### src/core_pll_defs.svh
// Constants for the core, network and memory PLL control logic.
`ifndef CORE_PLL_DEFS_SVH
`define CORE_PLL_DEFS_SVH

`define NUM_PLL 3
`define CH_CORE 0
`define CH_NET 1
`define CH_MEM 2

`define MULT_W 6
`define MULT_X10 6'h0A
`define MULT_X20 6'h14
`define MULT_RST 6'h0A

`define MASTER_W 4
`define MASTER_HOST 4'h6
`define MASTER_LINK 4'h7
`define MASTER_LAST 4'h7

`define CNT_W 11
`define RST_HOLD_CYC 256
`define LOCK_WAIT_CYC 2000
`define RST_HOLD_LAST 11'h0FF
`define LOCK_LAST 11'h7CF

`define SEL_RST 1'b0
`define PLL_RESET_BIT_RST 1'b0

`endif

### src/core_pll_pkg.sv
// Types shared by the PLL control logic.
package core_pll_pkg;

  typedef enum logic [1:0] {
    LK_HELD,
    LK_LOCKING,
    LK_LOCKED
  } lock_state_t;

endpackage

### src/pll_lock_seq.sv
// Reset hold, lock wait and output selection for one PLL.
`timescale 1ns/1ps
`include "core_pll_defs.svh"

module pll_lock_seq
  import core_pll_pkg::*;
(
  input wire logic clk_i,
  input wire logic sys_rst_i,
  input wire logic pll_rst_i,
  input wire logic out_sel_i,
  output logic locked_o,
  output logic use_pll_o,
  output logic hold_ok_o,
  output logic early_rel_o
);

  lock_state_t state_ff;
  logic [`CNT_W-1:0] cnt_ff;
  logic hold_met;

  assign hold_met = (cnt_ff >= `RST_HOLD_LAST);

  always_ff @(posedge clk_i or posedge sys_rst_i)
  begin
    if (sys_rst_i)
      state_ff <= LK_LOCKING;
    else
    begin
      unique case (state_ff)
        LK_HELD:
          if (!pll_rst_i)
            state_ff <= LK_LOCKING;
        LK_LOCKING:
          if (pll_rst_i)
            state_ff <= LK_HELD;
          else if (cnt_ff == `LOCK_LAST)
            state_ff <= LK_LOCKED;
        LK_LOCKED:
          if (pll_rst_i)
            state_ff <= LK_HELD;
      endcase
    end
  end

  // Counts cycles held in reset (saturating) or cycles since release.
  always_ff @(posedge clk_i or posedge sys_rst_i)
  begin
    if (sys_rst_i)
      cnt_ff <= '0;
    else if (pll_rst_i && state_ff != LK_HELD)
      cnt_ff <= '0;
    else if (state_ff == LK_HELD && !pll_rst_i)
      cnt_ff <= '0;
    else if (state_ff == LK_HELD && !hold_met)
      cnt_ff <= cnt_ff + 11'h001;
    else if (state_ff == LK_LOCKING)
      cnt_ff <= cnt_ff + 11'h001;
  end

  always_ff @(posedge clk_i or posedge sys_rst_i)
  begin
    if (sys_rst_i)
      locked_o <= 1'b0;
    else
      locked_o <= !pll_rst_i && (state_ff == LK_LOCKED ||
        (state_ff == LK_LOCKING && cnt_ff == `LOCK_LAST));
  end

  // The PLL output is chosen only once it has locked, so the switch
  // from the bypassed reference never sees an unlocked output.
  always_ff @(posedge clk_i or posedge sys_rst_i)
  begin
    if (sys_rst_i)
      use_pll_o <= 1'b0;
    else
      use_pll_o <= out_sel_i && !pll_rst_i &&
        state_ff == LK_LOCKED; // see
  end

  always_ff @(posedge clk_i or posedge sys_rst_i)
  begin
    if (sys_rst_i)
      hold_ok_o <= 1'b0;
    else
      hold_ok_o <= (state_ff == LK_HELD) && hold_met;
  end

  // Sticky marker of a reset released before the hold time was met.
  always_ff @(posedge clk_i or posedge sys_rst_i)
  begin
    if (sys_rst_i)
      early_rel_o <= 1'b0;
    else if (state_ff == LK_HELD && !pll_rst_i && !hold_met)
      early_rel_o <= 1'b1;
  end
endmodule // pll_lock_seq

### src/core_pll_reprogram_seq.sv
// Control of the core, network and memory PLLs and the core multiplier.
// Overview of operation
// Core clock comes from core PLL referenced by core_ref_clock.
// Multiplier never comes from straps; only multiplier_field writes change it.
// Writes accepted from all six cores, host port and serial link.
// Host reprograms only in host boot; one core owns run-time reprogramming.
// Software keeps core clock within the 500, 625 or 700 MHz grade.
// ROM boot offers only multipliers ten and twenty.
// First write: pll_output_select 0 and pll_reset_bit 1 together.
// Write the desired multiplier while the PLL is held in reset.
// Hold PLL reset at least 256 reference cycles.
// Then clear pll_reset_bit while still in bypass.
// Wait 2000 reference cycles for lock after releasing reset.
// Finally set pll_output_select to 1 to use the PLL output.
// Only core PLL multiplier programmable; others use same restart sequence.
// Network PLL uses second reference, memory PLL the third.
// At multiplier 32, reference at least 19.531 or 21.875 MHz.
// After reset the core PLL is disabled with the core clock bypassed; here pll_reset_bit resets to 0, so each PLL starts locking at once.
// Bypass passes the reference and switching selection stays glitch-free.
// Multiplier writes reach the PLL only through the reset sequence.
`timescale 1ns/1ps
`include "core_pll_defs.svh"

module core_pll_reprogram_seq
  import core_pll_pkg::*;
(
  input wire logic clk_i,
  input wire logic sys_rst_i,
  input wire logic [`MASTER_W-1:0] wr_master_i,
  input wire logic [`NUM_PLL-1:0] ctl_wr_i,
  input wire logic [`NUM_PLL-1:0] ctl_sel_i,
  input wire logic [`NUM_PLL-1:0] ctl_rst_i,
  input wire logic mult_wr_i,
  input wire logic [`MULT_W-1:0] mult_val_i,
  input wire logic boot_mult_wr_i,
  input wire logic boot_mult_x20_i,
  output logic [`NUM_PLL-1:0] pll_output_select_o,
  output logic [`NUM_PLL-1:0] pll_reset_bit_o,
  output logic [`MULT_W-1:0] multiplier_field_o,
  output logic [`MULT_W-1:0] core_mult_o,
  output logic [`NUM_PLL-1:0] pll_locked_o,
  output logic [`NUM_PLL-1:0] pll_in_use_o,
  output logic [`NUM_PLL-1:0] hold_done_o,
  output logic [`NUM_PLL-1:0] early_release_o
);

  logic wr_ok;
  logic [`NUM_PLL-1:0] sel_ff;
  logic [`NUM_PLL-1:0] rst_ff;
  logic [`MULT_W-1:0] mult_field_ff;
  logic [`MULT_W-1:0] mult_act_ff;
  logic [`MULT_W-1:0] nxt_mult_field;

  // Every interconnect master that can issue memory writes may program
  // the PLLs: cores 0 to 5, the host parallel port and the serial link.
  assign wr_ok = (wr_master_i <= `MASTER_LAST);

  // Channel 0 is the core PLL on core_ref_clock (clk_i), channel 1 the
  // network PLL and channel 2 the memory PLL; all share the control
  // bits and the restart sequencer, only channel 0 has a multiplier.
  genvar ch;
  generate
    for (ch = 0; ch < `NUM_PLL; ch = ch + 1)
    begin : g_pll
      always_ff @(posedge clk_i or posedge sys_rst_i)
      begin
        if (sys_rst_i)
          sel_ff[ch] <= `SEL_RST;
        else if (ctl_wr_i[ch] && wr_ok)
          sel_ff[ch] <= ctl_sel_i[ch]; // see
      end

      always_ff @(posedge clk_i or posedge sys_rst_i)
      begin
        if (sys_rst_i)
          rst_ff[ch] <= `PLL_RESET_BIT_RST;
        else if (ctl_wr_i[ch] && wr_ok)
          rst_ff[ch] <= ctl_rst_i[ch]; // see
      end

      pll_lock_seq u_seq (
        .clk_i(clk_i),
        .sys_rst_i(sys_rst_i),
        .pll_rst_i(rst_ff[ch]),
        .out_sel_i(sel_ff[ch]),
        .locked_o(pll_locked_o[ch]),
        .use_pll_o(pll_in_use_o[ch]), // see see
        .hold_ok_o(hold_done_o[ch]),
        .early_rel_o(early_release_o[ch])
      );
    end
  endgenerate

  // A direct write wins over a boot preset in the same cycle; the boot
  // path can only load the two ROM defaults.
  always_comb
  begin
    nxt_mult_field = mult_field_ff;
    if (mult_wr_i && wr_ok)
      nxt_mult_field = mult_val_i; // see
    else if (boot_mult_wr_i && wr_ok)
      nxt_mult_field = boot_mult_x20_i ? `MULT_X20 : `MULT_X10;
  end

  // The reset value is a fixed constant; no strap pin is sampled.
  always_ff @(posedge clk_i or posedge sys_rst_i)
  begin
    if (sys_rst_i)
      mult_field_ff <= `MULT_RST;
    else
      mult_field_ff <= nxt_mult_field;
  end

  // The PLL only sees the written value while it is held in reset, so a
  // write to a locked, enabled PLL cannot disturb the running clock.
  always_ff @(posedge clk_i or posedge sys_rst_i)
  begin
    if (sys_rst_i)
      mult_act_ff <= `MULT_RST;
    else if (rst_ff[`CH_CORE])
      mult_act_ff <= mult_field_ff;
  end

  always_ff @(posedge clk_i or posedge sys_rst_i)
  begin
    if (sys_rst_i)
      pll_output_select_o <= '0;
    else
      pll_output_select_o <= (ctl_wr_i & {`NUM_PLL{wr_ok}} & ctl_sel_i) |
        (~(ctl_wr_i & {`NUM_PLL{wr_ok}}) & sel_ff);
  end

  always_ff @(posedge clk_i or posedge sys_rst_i)
  begin
    if (sys_rst_i)
      pll_reset_bit_o <= '0;
    else
      pll_reset_bit_o <= (ctl_wr_i & {`NUM_PLL{wr_ok}} & ctl_rst_i) |
        (~(ctl_wr_i & {`NUM_PLL{wr_ok}}) & rst_ff);
  end

  always_ff @(posedge clk_i or posedge sys_rst_i)
  begin
    if (sys_rst_i)
      multiplier_field_o <= `MULT_RST;
    else
      multiplier_field_o <= nxt_mult_field;
  end

  always_ff @(posedge clk_i or posedge sys_rst_i)
  begin
    if (sys_rst_i)
      core_mult_o <= `MULT_RST;
    else if (rst_ff[`CH_CORE])
      core_mult_o <= mult_field_ff;
  end
endmodule // core_pll_reprogram_seq

### config.mk
export PLATFORM = sky130hd
export DESIGN_NAME = core_pll_reprogram_seq
export DESIGN_NICKNAME = d
export VERILOG_FILES = /design/src/core_pll_pkg.sv /design/src/pll_lock_seq.sv /design/src/core_pll_reprogram_seq.sv
export VERILOG_INCLUDE_DIRS = /design/src
export SDC_FILE = /design/constraint.sdc
export NUM_CORES = 1
export LEC_CHECK = 0
export BUFFER_PORTS_ARGS = -buffer_cell sky130_fd_sc_hd__buf_2
export CAP_MARGIN = 20
export CORE_MARGIN = 2
export CORE_UTILIZATION = 60
export CTS_BUF_LIST = sky130_fd_sc_hd__clkbuf_4
export DETAILED_ROUTE_END_ITERATION = 8
export PLACE_DENSITY_LB_ADDON = 0.2
export SLEW_MARGIN = 0
export SYNTH_ARGS = -nofsm -noshare
export SYNTH_HDL_FRONTEND = slang
export SYNTH_SLANG_ARGS = --single-unit
### constraint.sdc
create_clock -name clk_i -period 3.1 [get_ports clk_i]
set_input_delay 0.775 -clock clk_i [delete_from_list [all_inputs] [get_ports clk_i]]
set_output_delay 0.775 -clock clk_i [all_outputs]
set_load 0.03 [all_outputs]
==> run metrics <==
status=finished clean; CTS Root Buffer Type=clkbuf_4; leading cell types in the layout, fill and taps excluded=dfrtp_1 (68), buf_2 (50), o21ai_0 (27); Antenna Nets Post-Route=0; worst reg-to-reg setup slack=roughly 0.58 ns; antenna diode count=0; TNS Setup=0 ns; Die ar.=0.007314 mm²; Avg Inst Size Synth=9.944 µm²; sequential area share after synthesis=0.4729; post-route setup slack=0.5758 ns; CP cell instances=inv_1 -> ha_1 -> inv_1 -> ha_1 -> nand2b_1 -> nor4_1 -> buf_4 -> or3_1 -> o41ai_2; Synth async-reset ratio=1.000; Worst-Margin Slew=0.7548 ns; R2R Path End=g_pll[2].u_seq.cnt_ff[6]$_DFFE_PP0P_; CTS hold repair buffers=0; beginning of the worst register-to-register path=g_pll[2].u_seq.state_ff[0]$_DFFE_PP1P_; family of cells with the greatest summed delay on the critical path=simple AND/OR/NAND/NOR gates; Final GP Congestion=around 0.9; endpoint arrival time on the critical path=between 2 and 3 ns; Final Critical Period=roughly 2.5 ns; total number of clock tree sinks=75; clock network latency to the later pin of the worst-skew pair=0.43 ns; crit path max fanout=11; required time worst endpoint=3.44 ns; Fin Clk Skew=0.009388 ns; worst setup timing slack at the placement stage=0.6058 ns; count of pins on the block boundary=54; Post CTS Setup Buffer Count=0; most common library cell in the layout ignoring fill and taps=dfrtp_1; class of the most critical setup path=reg -> reg; period utilization=0.8143; VDD IR max=around 0.46 mV; number of vias per cell=6.116; TritonCTS clock tree=done; fraction of synthesized cell area taken by the top area cell type=0.4267; buffer levels on the longest clock path=2; Routed WL=8.107 mm; Fillers=502; HPWL reported at the end of detailed placement=between 5 and 6 mm; slowest cell delay on critical path=~0.56 ns; CP Depth=9; number of synthesized register bits=75; maximum number of pins on one net before global-route repair=76; Final Net Count=479; Synth area leader=dfrtp_1; number of enable-type register cells in the synthesized netlist=0; launching element type of the critical path=flip-flop; upper clock frequency limit=396.2 MHz; Slowest cell on crit path=dfstp_2; unrepaired setup endpoints after global routing=false; starting density of the core=0.6244; number of core rows=29; number of warnings reported in the yosys synthesis log=0; drc violations=0; depth of the worst register-to-register path=9; static power due to leakage=1.978 nW; die boundary width=~86 µm; post_cts resized=0; Area growth syn-to-layout=8.786%; Critical Path End Type=flip-flop; final standard cell utilization of the core=0.6793; global-route wire length before repair=around 14 mm; cells taking the most area after synthesis=dfrtp_1 (43%), ha_1 (5.6%), o31ai_1 (4.7%); CORE AREA=about 0.0064 mm²; number of port buffers=50; post-synthesis instance total=401; Initial DRT Pass Iterations=5; distinct cell type count after synthesis=55; share of post-route cells with drive strength above 1=0.2127; Final setup violation count=0; sequential standard cell area=0.001886 mm²; end point of the critical path=g_pll[2].u_seq.cnt_ff[6]$_DFFE_PP0P_; leftover overflow at the end of global routing=0; antenna violations before repair=0; Chip Height=85.52 µm; power per unit of standard cell area=712.6 mW/mm²; Bufs and invs on worst path=3; Max-slew headroom=0.4957; max-cap violation count=0; cts bufs inserted=9; number of DRC violations after detailed-routing iteration 0=163; primary flip-flop cell chosen by synthesis mapping=dfrtp_1; via count=3174; Synth Net Count=between 400 and 500; number of H-tree levels=3; final hold vios=0; summed instance area of the synthesized netlist=0.003988 mm²; vias in the first global route=~3100; multi-input combinational cell area=0.001858 mm²; path class of the lowest-slack min-delay path=in -> async; wire per inst=roughly 16 µm; clock slew at reported path FFs=0.14 ns; Total Routing Usage GR=0.2417; final number of max-transition violations=0; Post-Route Hold Slack=0.4024 ns; Critical Path Source=g_pll[2].u_seq.state_ff[0]$_DFFE_PP1P_
==> worst min-delay path by stage <==
stage	start	slack (ns)	cells after the start	to
finish	sys_rst_i	0.40	3	g_pll[2].u_seq.use_pll_o$_DFF_PP0_
global route	sys_rst_i	0.42	3	core_mult_o[4]$_DFFE_PP0P_
CTS	sys_rst_i	0.40	3	pll_output_select_o[2]$_DFF_PP0_
detailed placement	g_pll[0].u_seq.early_rel_o$_DFFE_PP0P_	0.44	1	g_pll[0].u_seq.early_rel_o$_DFFE_PP0P_
global placement	g_pll[0].u_seq.early_rel_o$_DFFE_PP0P_	0.44	1	g_pll[0].u_seq.early_rel_o$_DFFE_PP0P_
floorplan	g_pll[0].u_seq.early_rel_o$_DFFE_PP0P_	0.43	1	g_pll[0].u_seq.early_rel_o$_DFFE_PP0P_
==> kinds of logic after synthesis <==
family | Yosys count | synth area share
multiplexers | 15 | 0.04048
AO/OA/AOI/OAI | 116 | 0.1983
flip-flops | 75 | 0.4729
adder cells (fa/ha/maj) | 18 | 0.05648
AND/OR/NAND/NOR | 127 | 0.1707
buffers and inverters | 50 | 0.06119
==> state kept, by name, summed over array words and instances (netlist names) <==
| signal | count |
|---|---|
| g_pll.u_seq.state_ff | 6 |
| rst_ff | 3 |
| multiplier_field_o | 6 |
| g_pll.u_seq.hold_ok_o | 3 |
| g_pll.u_seq.early_rel_o | 3 |
| core_mult_o | 6 |
| pll_reset_bit_o | 3 |
| pll_output_select_o | 3 |
| g_pll.u_seq.cnt_ff | 33 |
| sel_ff | 3 |
| g_pll.u_seq.locked_o | 3 |
| g_pll.u_seq.use_pll_o | 3 |
==> Yosys cell counts, drive strengths merged (6+ instances only) <==
master / number
a21oi: 19
nand2: 25
nor3: 6
buf: 16
nand3: 19
clkbuf: 13
mux2i: 6
inv: 21
o41ai: 6
o21ai: 29
ha: 18
nand4: 8
and3: 7
o22ai: 6
o31ai: 26
nor2b: 6
dfrtp: 68
dfstp: 7
and2: 10
mux2: 9
nand2b: 10
nor2: 18
==> worst register-to-register path, cell delays in order (launching register included) <==
cell and delay, ns:
dfstp_2 0.56, inv_1 0.06, ha_1 0.28, inv_1 0.09
ha_1 0.24, nand2b_1 0.11, nor4_1 0.07, buf_4 0.18
or3_1 0.53, o41ai_2 0.33
==> report_power, final <==
group          leakage, nW  total (W)  switching [W]  internal (W)
logic                0.944    0.00125       0.000806      0.000441
registers            0.963    0.00126       0.000121       0.00114
clock network       0.0709   0.000582       0.000403      0.000179
==> stage by stage <==
| step | cell area (µm²) | cells | total power [W] |
|---|---|---|---|
| after floorplan | 3988 | 401 | 0.002225 |
| after global placement | 4212 | 503 | 0.002463 |
| after detailed placement | 4212 | 503 | 0.002520 |
| after CTS | 4338 | 519 | 0.003099 |
| after global routing | 4338 | 519 | 0.003312 |
| final | 4338 | 519 | 0.003091 |
==> routing by layer <==
| layer | vias to the layer above | part of all wire | GRT usage |
|---|---|---|---|
| li1 | 1543 | - | - |
| met1 | 1511 | 0.46 | 0.3308 |
| met2 | 108 | 0.45 | 0.3722 |
| met3 | 12 | 0.068 | 0.05486 |
| met4 | 0 | 0.017 | 0.1068 |
| met5 | - | 0 | 0 |
==> final cells by class <==
| type | count | share of cell area |
|---|---|---|
| clock buffer | 9 | 0.01558 |
| clock inverter | 7 | 0.01356 |
| inverter | 21 | 0.01817 |
| multi-input combinational | 276 | 0.4283 |
| sequential | 75 | 0.4347 |
| tap | 77 | 0.02221 |
| timing repair buffer | 54 | 0.06749 |
No activity file was read; power rests on OpenSTA's default activity.
